## src/hw/pad_ctrl_consts.svh

```systemverilog
// Constants for the pad function and low-power state controller.
// Assumes inclusion by bare name from the pad cell, the controller and the bench.
`ifndef PAD_CTRL_CONSTS_SVH
`define PAD_CTRL_CONSTS_SVH

// ****************************************************************
// Register byte addresses on APB
// ****************************************************************
`define ADDR_PIN63_FUNC     32'h4402e0c0
`define ADDR_PIN64_FUNC     32'h4402e0c4
`define ADDR_PAD_CTRL       32'h4402e0c8
`define ADDR_PAD_STATUS     32'h4402e0cc

// ****************************************************************
// Field layout
// ****************************************************************
`define MODE_MSB            3
`define CTRL_P63_PU         0
`define CTRL_P63_PD         1
`define CTRL_P63_USED       2
`define CTRL_P64_PU         3
`define CTRL_P64_PD         4
`define CTRL_P64_USED       5
`define CTRL_FLASH_PD       6
`define CTRL_CONV_SW        8
`define CTRL_DIG_EN         9
`define STAT_DEEP_SLEEP     0
`define STAT_HIBERNATE      1
`define STAT_DIG_EN         2
`define STAT_SW_UNSAFE      3
`define STAT_P63_LEVEL      4
`define STAT_P64_LEVEL      5

// ****************************************************************
// Reset values and mode codes
// ****************************************************************
`define MODE_RESET          4'h0
`define MODE_GPIO           4'h0
`define MODE_NONE           4'hf
`define P63_CARD_IRQ        4'h6
`define P63_FRAME_SYNC      4'h7
`define P63_CAPTURE6        4'hc
`define P64_PULSE5          4'h3
`define P64_CARD_DATA0      4'h6
`define P64_AUDIO_DATA0     4'h7
`define P64_CAPTURE0        4'hc
`define P63_SLOTS           5'h0f
`define P64_SLOTS           5'h1f
`define ZERO_WORD           32'h00000000

`endif

```

## src/hw/pad_ctrl_pkg.sv

```systemverilog
// Types shared by the pad controller and its pad cells.
// Assumes the constants header sits beside it.
package pad_ctrl_pkg;
    // Power state seen by the pads
    typedef enum logic [1:0] {
        pwr_active      = 2'b00,
        pwr_deep_sleep  = 2'b01,
        pwr_hibernate   = 2'b10
    } power_state_type;
endpackage

```

## src/hw/pad_mux_cell.sv

```systemverilog
// One multiplexed digital pad: function select, pulls, low-power states.
// Assumes the pad input arrives asynchronously from the package pin.
`timescale 1ns/10ps
`include "pad_ctrl_consts.svh"

module pad_mux_cell #(
    parameter logic [3:0] MODE_S1 = `MODE_NONE,
    parameter logic [3:0] MODE_S2 = `MODE_NONE,
    parameter logic [3:0] MODE_S3 = `MODE_NONE,
    parameter logic [3:0] MODE_S4 = `MODE_NONE,
    parameter logic [4:0] SLOT_EN = `P64_SLOTS
) (
    input  wire logic                          pclk,
    input  wire logic                          presetn,
    input  wire logic [3:0]                    mode,
    input  wire pad_ctrl_pkg::power_state_type power,
    input  wire logic                          dig_en,
    input  wire logic                          used,
    input  wire logic                          pull_up_sw,
    input  wire logic                          pull_dn_sw,
    input  wire logic [4:0]                    fn_out,
    input  wire logic [4:0]                    fn_oe,
    output logic      [4:0]                    fn_in,
    input  wire logic                          pad_in,
    output logic                               pad_out,
    output logic                               pad_oe,
    output logic                               pad_pull_up,
    output logic                               pad_pull_down,
    output logic                               pad_level
);
    logic [3:0] codes [5];
    logic       hit;
    logic [2:0] slot;
    logic       sync_a;
    logic       next_out;
    logic       next_oe;
    logic       next_pu;
    logic       next_pd;

    assign codes[0] = `MODE_GPIO;
    assign codes[1] = MODE_S1;
    assign codes[2] = MODE_S2;
    assign codes[3] = MODE_S3;
    assign codes[4] = MODE_S4;

    // Map the mode value to one slot; unlisted values hit nothing
    always_comb begin
        hit  = 1'b0;
        slot = 3'h0;
        for (int i = 0; i < 5; i++) begin
            if (SLOT_EN[i] && mode == codes[i] && !hit) begin
                hit  = 1'b1;
                slot = 3'(i);
            end
        end
    end

    // Pad drive and pulls by power state
    always_comb begin
        next_out = fn_out[slot];
        next_oe  = 1'b0;
        next_pu  = 1'b0;
        next_pd  = 1'b0;
        case (power)
            pad_ctrl_pkg::pwr_hibernate: begin
                next_out = 1'b0;
            end
            pad_ctrl_pkg::pwr_deep_sleep: begin
                if (!used) begin
                    next_pd = 1'b1;
                end else begin
                    next_oe = hit && dig_en && fn_oe[slot];
                    next_pu = pull_up_sw;
                    next_pd = pull_dn_sw;
                end
            end
            default: begin
                next_oe = hit && dig_en && fn_oe[slot];
                next_pu = pull_up_sw;
                next_pd = pull_dn_sw;
            end
        endcase
    end

    // Registered pad controls, high impedance during reset
    always_ff @(posedge pclk or negedge presetn) begin
        if (!presetn) begin
            pad_out       <= 1'b0;
            pad_oe        <= 1'b0;
            pad_pull_up   <= 1'b0;
            pad_pull_down <= 1'b0;
        end else begin
            pad_out       <= next_out;
            pad_oe        <= next_oe;
            pad_pull_up   <= next_pu;
            pad_pull_down <= next_pd;
        end
    end

    // Two-flop synchroniser, then route the level to the selected slot
    always_ff @(posedge pclk or negedge presetn) begin
        if (!presetn) begin
            sync_a    <= 1'b0;
            pad_level <= 1'b0;
            fn_in     <= 5'h00;
        end else begin
            sync_a    <= pad_in;
            pad_level <= sync_a;
            fn_in     <= (hit && dig_en) ? (5'(pad_level) << slot) : 5'h00;
        end
    end

    a_unlisted_hiz: assert property (@(posedge pclk) disable iff (!presetn)
        !hit |=> !pad_oe && fn_in == 5'h00)
        else $error("unlisted mode left the pad connected");
endmodule

```

## src/hw/pad_function_and_lowpower_state_control.sv

```systemverilog
// Pad controller for the last two multiplexed pads, strap and antenna pads.
// Assumes an APB master on pclk and power-state levels from the same clock.
`timescale 1ns/10ps
`include "pad_ctrl_consts.svh"

// What this block does
// - Unused pads in deep sleep become inputs with weak pull-down.
// - Hibernate makes all digital pads except the strap pad high impedance with no pulls.
// - Boot strap / oscillator enable pad drives high from power-up.
// - In hibernate that pad floats with pull-down, stopping the oscillator.
// - Antenna-select pads are reserved for driving the antenna switch.
// - Boot firmware enables the digital path automatically during ROM boot.
// - Converter pass switch opens at reset; digital path stays disconnected until enabled.
module pad_function_and_lowpower_state_control (
    input  wire logic        pclk,
    input  wire logic        presetn,
    input  wire logic        psel,
    input  wire logic        penable,
    input  wire logic        pwrite,
    input  wire logic [31:0] paddr,
    input  wire logic [31:0] pwdata,
    output logic      [31:0] prdata,
    output logic             pready,
    output logic             pslverr,
    input  wire logic        deep_sleep_state,
    input  wire logic        hibernate_state,
    input  wire logic        rom_boot_enable,
    input  wire logic [4:0]  pin63_fn_out,
    input  wire logic [4:0]  pin63_fn_oe,
    output logic      [4:0]  pin63_fn_in,
    input  wire logic [4:0]  pin64_fn_out,
    input  wire logic [4:0]  pin64_fn_oe,
    output logic      [4:0]  pin64_fn_in,
    input  wire logic        pin63_in,
    output logic             pin63_out,
    output logic             pin63_oe,
    output logic             pin63_pull_up,
    output logic             pin63_pull_down,
    input  wire logic        pin64_in,
    output logic             pin64_out,
    output logic             pin64_oe,
    output logic             pin64_pull_up,
    output logic             pin64_pull_down,
    output logic             boot_mode_strap_out,
    output logic             boot_mode_strap_oe,
    output logic             boot_mode_strap_pull_down,
    input  wire logic [1:0]  antenna_select,
    output logic      [1:0]  antenna_out,
    output logic      [1:0]  antenna_oe,
    output logic             flash_data_pull_down,
    output logic             flash_clk_pull_down,
    output logic             conv_pass_switch
);
    // ****************************************************************
    // Register state
    // ****************************************************************
    logic [3:0]                    pin63_mode;
    logic [3:0]                    pin64_mode;
    logic [9:0]                    ctrl;
    logic                          dig_en;
    logic                          p63_level;
    logic                          p64_level;
    logic                          setup;
    logic                          access;
    logic                          wr_func63;
    logic                          wr_func64;
    logic                          wr_ctrl;
    logic                          mapped;
    logic [31:0]                   next_rdata;
    pad_ctrl_pkg::power_state_type power;

    assign setup     = psel && !penable;
    assign access    = psel && penable;
    assign wr_func63 = access && pwrite && paddr == `ADDR_PIN63_FUNC;
    assign wr_func64 = access && pwrite && paddr == `ADDR_PIN64_FUNC;
    assign wr_ctrl   = access && pwrite && paddr == `ADDR_PAD_CTRL;
    assign mapped    = paddr == `ADDR_PIN63_FUNC || paddr == `ADDR_PIN64_FUNC ||
                       paddr == `ADDR_PAD_CTRL || paddr == `ADDR_PAD_STATUS;

    // Zero-wait answer; unmapped addresses and status writes are errors
    assign pready  = 1'b1;
    assign pslverr = access && (!mapped || (pwrite && paddr == `ADDR_PAD_STATUS));

    // Hibernate outranks deep sleep
    always_comb begin
        if (hibernate_state) begin
            power = pad_ctrl_pkg::pwr_hibernate;
        end else if (deep_sleep_state) begin
            power = pad_ctrl_pkg::pwr_deep_sleep;
        end else begin
            power = pad_ctrl_pkg::pwr_active;
        end
    end

    // ****************************************************************
    // Function select and control registers
    // ****************************************************************
    always_ff @(posedge pclk or negedge presetn) begin
        if (!presetn) begin
            pin63_mode <= `MODE_RESET;
            pin64_mode <= `MODE_RESET;
        end else begin
            if (wr_func63) begin
                pin63_mode <= pwdata[`MODE_MSB:0];
            end
            if (wr_func64) begin
                pin64_mode <= pwdata[`MODE_MSB:0];
            end
        end
    end

    // Pulls, used marks and pass switch; switch opens at reset
    always_ff @(posedge pclk or negedge presetn) begin
        if (!presetn) begin
            ctrl <= 10'h000;
        end else if (wr_ctrl) begin
            ctrl <= pwdata[9:0];
        end
    end

    // Digital path: boot pulse sets it, a software clear loses to the set
    always_ff @(posedge pclk or negedge presetn) begin
        if (!presetn) begin
            dig_en <= 1'b0;
        end else if (rom_boot_enable) begin
            dig_en <= 1'b1;
        end else if (wr_ctrl) begin
            dig_en <= pwdata[`CTRL_DIG_EN];
        end
    end

    // Read data is captured in the setup phase
    always_comb begin
        case (paddr)
            `ADDR_PIN63_FUNC: next_rdata = {28'h0000000, pin63_mode};
            `ADDR_PIN64_FUNC: next_rdata = {28'h0000000, pin64_mode};
            `ADDR_PAD_CTRL:   next_rdata = {22'h0, dig_en, ctrl[8:0]};
            `ADDR_PAD_STATUS: next_rdata = {26'h0, p64_level, p63_level,
                                  conv_pass_switch && pin64_oe, dig_en,
                                  hibernate_state, deep_sleep_state};
            default:          next_rdata = `ZERO_WORD;
        endcase
    end

    always_ff @(posedge pclk or negedge presetn) begin
        if (!presetn) begin
            prdata <= `ZERO_WORD;
        end else if (setup) begin
            prdata <= next_rdata;
        end
    end

    // ****************************************************************
    // Pad cells
    // ****************************************************************
    pad_mux_cell #(
        .MODE_S1 (`P63_CARD_IRQ),
        .MODE_S2 (`P63_FRAME_SYNC),
        .MODE_S3 (`P63_CAPTURE6),
        .MODE_S4 (`MODE_NONE),
        .SLOT_EN (`P63_SLOTS)
    ) u_pin63 (
        .pclk          (pclk),
        .presetn       (presetn),
        .mode          (pin63_mode),
        .power         (power),
        .dig_en        (dig_en),
        .used          (ctrl[`CTRL_P63_USED]),
        .pull_up_sw    (ctrl[`CTRL_P63_PU]),
        .pull_dn_sw    (ctrl[`CTRL_P63_PD]),
        .fn_out        (pin63_fn_out),
        .fn_oe         (pin63_fn_oe),
        .fn_in         (pin63_fn_in),
        .pad_in        (pin63_in),
        .pad_out       (pin63_out),
        .pad_oe        (pin63_oe),
        .pad_pull_up   (pin63_pull_up),
        .pad_pull_down (pin63_pull_down),
        .pad_level     (p63_level)
    );

    // Pad 64 is also the shared converter pad; closing the switch never cuts its digital path
    pad_mux_cell #(
        .MODE_S1 (`P64_PULSE5),
        .MODE_S2 (`P64_CARD_DATA0),
        .MODE_S3 (`P64_AUDIO_DATA0),
        .MODE_S4 (`P64_CAPTURE0),
        .SLOT_EN (`P64_SLOTS)
    ) u_pin64 (
        .pclk          (pclk),
        .presetn       (presetn),
        .mode          (pin64_mode),
        .power         (power),
        .dig_en        (dig_en),
        .used          (ctrl[`CTRL_P64_USED]),
        .pull_up_sw    (ctrl[`CTRL_P64_PU]),
        .pull_dn_sw    (ctrl[`CTRL_P64_PD]),
        .fn_out        (pin64_fn_out),
        .fn_oe         (pin64_fn_oe),
        .fn_in         (pin64_fn_in),
        .pad_in        (pin64_in),
        .pad_out       (pin64_out),
        .pad_oe        (pin64_oe),
        .pad_pull_up   (pin64_pull_up),
        .pad_pull_down (pin64_pull_down),
        .pad_level     (p64_level)
    );

    // ****************************************************************
    // Strap, antenna, flash pulls and pass switch
    // ****************************************************************
    // Strap pad is output only; floats with pull-down in hibernate
    always_ff @(posedge pclk or negedge presetn) begin
        if (!presetn) begin
            boot_mode_strap_out       <= 1'b1;
            boot_mode_strap_oe        <= 1'b1;
            boot_mode_strap_pull_down <= 1'b0;
        end else begin
            boot_mode_strap_out       <= !hibernate_state;
            boot_mode_strap_oe        <= !hibernate_state;
            boot_mode_strap_pull_down <= hibernate_state;
        end
    end

    // Antenna pads follow the radio's selection outside hibernate; they float low in hibernate
    always_ff @(posedge pclk or negedge presetn) begin
        if (!presetn) begin
            antenna_out <= 2'h0;
            antenna_oe  <= 2'h0;
        end else begin
            antenna_out <= hibernate_state ? 2'h0 : antenna_select;
            antenna_oe  <= hibernate_state ? 2'h0 : 2'h3;
        end
    end

    // Flash pulls honoured outside hibernate; switch follows its bit
    always_ff @(posedge pclk or negedge presetn) begin
        if (!presetn) begin
            flash_data_pull_down <= 1'b0;
            flash_clk_pull_down  <= 1'b0;
            conv_pass_switch     <= 1'b0;
        end else begin
            flash_data_pull_down <= ctrl[`CTRL_FLASH_PD] && !hibernate_state;
            flash_clk_pull_down  <= ctrl[`CTRL_FLASH_PD] && !hibernate_state;
            conv_pass_switch     <= ctrl[`CTRL_CONV_SW];
        end
    end

    // ****************************************************************
    // Checks
    // ****************************************************************
    a_hib_pads_float: assert property (@(posedge pclk) disable iff (!presetn)
        hibernate_state |=> !pin63_oe && !pin64_oe && !pin63_pull_up && !pin64_pull_down
            && !pin63_pull_down && !pin64_pull_up && antenna_oe == 2'h0)
        else $error("pads not floating in hibernate");
    a_sleep_unused_pull: assert property (@(posedge pclk) disable iff (!presetn)
        deep_sleep_state && !hibernate_state && !ctrl[`CTRL_P63_USED]
            |=> pin63_pull_down && !pin63_oe && !pin63_pull_up)
        else $error("unused pad not pulled down in deep sleep");
    a_sleep_used_pull: assert property (@(posedge pclk) disable iff (!presetn)
        deep_sleep_state && !hibernate_state && ctrl[`CTRL_P64_USED]
            |=> pin64_pull_up == $past(ctrl[`CTRL_P64_PU]))
        else $error("software pull not honoured in deep sleep");
    a_strap_drive_high: assert property (@(posedge pclk) disable iff (!presetn)
        !hibernate_state [*2] |-> boot_mode_strap_oe && boot_mode_strap_out)
        else $error("strap pad not driven high");
    a_strap_hib_pull: assert property (@(posedge pclk) disable iff (!presetn)
        hibernate_state |=> !boot_mode_strap_oe && boot_mode_strap_pull_down)
        else $error("strap pad not floating with pull-down");
    a_boot_dig_path: assert property (@(posedge pclk) disable iff (!presetn)
        rom_boot_enable |=> dig_en)
        else $error("boot pulse lost");
    a_switch_by_write: assert property (@(posedge pclk) disable iff (!presetn)
        $rose(conv_pass_switch) |-> $past(ctrl[`CTRL_CONV_SW]) && !$past(ctrl[`CTRL_CONV_SW], 2))
        else $error("pass switch closed without a write");
    a_mode_write: assert property (@(posedge pclk) disable iff (!presetn)
        wr_func63 |=> pin63_mode == $past(pwdata[`MODE_MSB:0])
            ##2 ($past(pin63_mode) != `MODE_GPIO || !$past(dig_en)
            || $past(hibernate_state) || $past(deep_sleep_state)
            || pin63_oe == $past(pin63_fn_oe[0])))
        else $error("mode write not applied");
    a_antenna_follow: assert property (@(posedge pclk) disable iff (!presetn)
        !hibernate_state |=> antenna_oe == 2'h3 && antenna_out == $past(antenna_select))
        else $error("antenna pads not following selection");
endmodule

```

## config.mk

```make
export PLATFORM = sky130hd
export DESIGN_NAME = pad_function_and_lowpower_state_control
export DESIGN_NICKNAME = d
export VERILOG_FILES = /design/src/hw/pad_ctrl_pkg.sv /design/src/hw/pad_mux_cell.sv /design/src/hw/pad_function_and_lowpower_state_control.sv
export VERILOG_INCLUDE_DIRS = /design/src /design/src/hw
export SDC_FILE = /design/constraint.sdc
export NUM_CORES = 1
export LEC_CHECK = 0
export BUFFER_PORTS_ARGS = -buffer_cell sky130_fd_sc_hd__clkbuf_2
export CORE_UTILIZATION = 45
export CTS_CLUSTER_SIZE = 40
export DETAILED_ROUTE_END_ITERATION = 10
export PLACE_DENSITY = 0.85
export SETUP_SLACK_MARGIN = 0.2
export SYNTH_ARGS = -nofsm -noshare
export SYNTH_HDL_FRONTEND = slang
export SYNTH_SLANG_ARGS = --single-unit
```

## constraint.sdc

```tcl
create_clock -name pclk -period 2.6 [get_ports pclk]
set_input_delay 0.65 -clock pclk [delete_from_list [all_inputs] [get_ports pclk]]
set_output_delay 0.65 -clock pclk [all_outputs]
set_load 0.01 [all_outputs]
```

==> flow_metrics.tcl <==
set metrics [dict create \
    status "completed" \
    grt_pass1_vias 2089 \
    reg2reg_depth 4 \
    clkSlewWorstSetupHoldPaths_ns 0.11 \
    switchingPower_uw 396 \
    final.min_clock_period_ns 2.21 \
    synth_cell_types 47 \
    synth_compound_area_share_pct 7.62 \
    yosys-mux-area-fraction_pct 13.0 \
    power_density_nw_per_um2 442 \
    seq_area_um2 1400 \
    crit_end "pslverr" \
    synthAdderAreaFrac_pct 0 \
    crit_arrival_ns 1.56 \
    max_cap_viol_count 0 \
    worst-endpoint-required_ns 1.95 \
    via_per_inst 5.06 \
    hp-class "input port to asynchronous set/reset pin" \
    seq_power_share_pct 57.4 \
    timing.rr.end "u_pin64.pad_oe$_DFF_PN0_" \
    crit_path_end_kind "output port" \
    comb_power_share_pct 11.4 \
    ys_ff_latch 56 \
    ir_worst_vdd_mv 0.311 \
    ys.flop_type "dfrtp_1" \
    cp-startpoint "paddr[25]" \
    clock_skew_ns 0.00958 \
    r2r_start "pin64_mode[3]$_DFFE_PN0P_" \
    yosys_warnings 0 \
    slew_headroom_pct 56.6 \
    worstMarginPinSlew_ns 0.651 \
    synthArstFlopShare_pct 100 \
    die_y_um 82.4 \
    cp_max_fo 2 \
    routed_wl_um 6240 \
    synth_top_family_by_area "simple AND/OR/NAND/NOR gates" \
    clk_latency_ns 0.31 \
    slew_viol_final 0 \
    initial_utilization_pct 48.0 \
    gr-total-overflow 0 \
    grt_max_degree 33 \
    synth-simple-area-share_pct 20.7 \
    drtIter0Drc 100 \
    cts-buffers-inserted 5 \
    hpwlAfterDp_um 4800 \
    yosys.area.top_type "dfrtp_1" \
    cp-start-kind "input port" \
    area_delta_synth_final_pct 20.5 \
    root_buffer "clkbuf_8" \
    ios 158 \
    num_vias 2136 \
    coreArea_um2 6060 \
    max_freq_mhz 453 \
    rsz0062_at_grt "false" \
    dpl.cell_count 412 \
    cts.sinks 56 \
    power_frac_clock_pct 31.2 \
    track_usage_pct 19.4 \
    antenna_left 0 \
    routabilityCongestion 0.784 \
    grt_pass1_wl_um 9910 \
    synth.cell_area_um2 2910 \
    port_buffers 109 \
    cts_resized 0 \
    h-tree-depth 2 \
    p_total_mw 1.55 \
    die-area_um2 6790 \
    hold_viol_final 0 \
    rows 28 \
    fin_cells 422 \
    cts_hold_buf 0 \
    synth_xor_xnor_area_share_pct 0.301 \
    synth_area_leaders "dfrtp_1 (47%), buf_4 (7.0%), mux2_4 (4.6%)" \
    synthCells 240 \
    min_period_over_period_pct 84.8 \
    yosysTopAreaCellShare_pct 47.3 \
    post_synth.cell_area_avg_um2 12.1 \
    antenna_found_initial 0 \
    final_nets 442 \
    cts_buffer_depth 2 \
    firstDrtPassIters 4 \
    wl_per_cell_um 14.8 \
    synth_edf_count 0 \
    drc 0 \
    setup_tns_ns 0 \
    cts_tree "yes" \
    r2r_slack_ns 1.02 \
    fillers 501 \
    antenna_cells 0 \
    multiInputGateArea_um2 1300 \
    p_leak_nw 1.85 \
    synth_seq_area_share_pct 48.2 \
    switching_share_pct 25.6 \
    die_w_um 82.4 \
    internal-power_mw 1.15 \
    final_layout_size_suffix_gt1_share_pct 46.1 \
    setup_viol 0 \
    crit_type "input port to output port" \
]
==> logic make-up after synthesis <==
group	count (synthesis)
and+or+nand+nor	81
DFF	56
buffers and inverters	43
AOI/OAI and AO/OA	30
muxes	27
other	2
xor gates and xnor gates	1
==> per-layer routing <==
layer | vias to the layer above | wire length, µm | track usage [%]
met5 | - | 0 | 0
met3 | 12 | 420 | 4.62
li1 | 1015 | - | -
met2 | 89 | 3110 | 32.1
met4 | 0 | 91 | 5.96
met1 | 1020 | 2620 | 25.1
==> final cells by class <==
class	instances	share of cell area (%)
clock buffers	5	1.96
clock inverters	3	0.643
inverters	6	0.643
multi-input cells	163	37.0
flip-flops and latches	56	40.0
well taps	75	2.68
repair buffers	114	17.0
==> worst max-delay path, stage by stage <==
cell,delay (ns)
clkbuf_2,0.10
nor4b_4,0.32
nand4_4,0.13
nor2_1,0.16
a21oi_1,0.08
clkbuf_2,0.13
==> sequential cells by signal, summed over array words and instances (netlist names), 2 cells and up <==
signal         count
pin64_mode         4
antenna_out        2
u_pin63.fn_in      4
u_pin64.fn_in      5
prdata            10
pin63_mode         4
ctrl               9
==> worst min path at each step <==
stage                        startpoint                          end  slack (ns)  depth (start not counted)
5_1_grt                         presetn        prdata[6]$_DFFE_PN0P_        0.38                          1
3_3_place_gp   u_pin64.sync_a$_DFF_PN0_  u_pin64.pad_level$_DFF_PN0_        0.33                          0
4_1_cts                         presetn        prdata[6]$_DFFE_PN0P_        0.36                          1
6_report                        presetn        prdata[6]$_DFFE_PN0P_        0.34                          1
2_1_floorplan  u_pin63.sync_a$_DFF_PN0_  u_pin63.pad_level$_DFF_PN0_        0.33                          0
3_5_place_dp   u_pin64.sync_a$_DFF_PN0_  u_pin64.pad_level$_DFF_PN0_        0.34                          0
==> stage by stage <==
step / setup slack [ns] / cell area [µm²] / hold slack [ns] / utilization (%)
after floorplan: 0.267 / 2990 / 0.331 / -
after detailed placement: 0.209 / 3400 / 0.336 / 56.0
final: 0.394 / 3500 / 0.344 / 57.8
after global routing: 0.325 / 3500 / 0.375 / 57.8
after global placement: 0.242 / 3400 / 0.332 / 56.0
after CTS: 0.211 / 3490 / 0.361 / 57.6
==> power by group through the flow <==
stage | logic (mW) | clock network (mW) | registers [mW]
after global routing | 0.198 | 0.531 | 0.892
after CTS | 0.178 | 0.497 | 0.890
after global placement | 0.174 | 0 | 0.906
after detailed placement | 0.178 | 0 | 0.907
after floorplan | 0.0994 | 0 | 0.912
final | 0.177 | 0.484 | 0.890
==> cells in the mapped netlist, drive strengths merged (6+ instances only) <==
master  count
buf        29
mux2       18
dfrtp      55
clkbuf      8
nand2      13
and2        7
inv         6
nand3       6
nor3        6
a21oi       6
nor2       17
nor2b      12
==> placed cells by master, fill, tap and decap left out, drive strengths merged, types with 2 or more instances in the layout <==
cell,netlist,layout
clkbuf,8,114
dfrtp,55,55
conb,2,24
mux2,18,18
nor2,17,17
nand2,13,13
nor2b,12,12
inv,6,7
and2,7,7
nor3,6,6
nand3,6,6
a21oi,6,6
mux2i,5,5
nor4b,5,5
buf,29,5
o21ai,4,4
nor4,4,4
a32o,4,4
mux4,4,4
a41o,3,3
o31ai,3,3
and4,2,2
a31oi,2,2
nand4,2,2
and4b,2,2
clkinv,0,2
==> repair_timing <==
item,4_1_cts,5_1_grt
setup buffers,0,2
setup endpoints to repair,0,1
endpoints found under the hold margin,0,0
No activity file was read; power rests on OpenSTA's default activity.
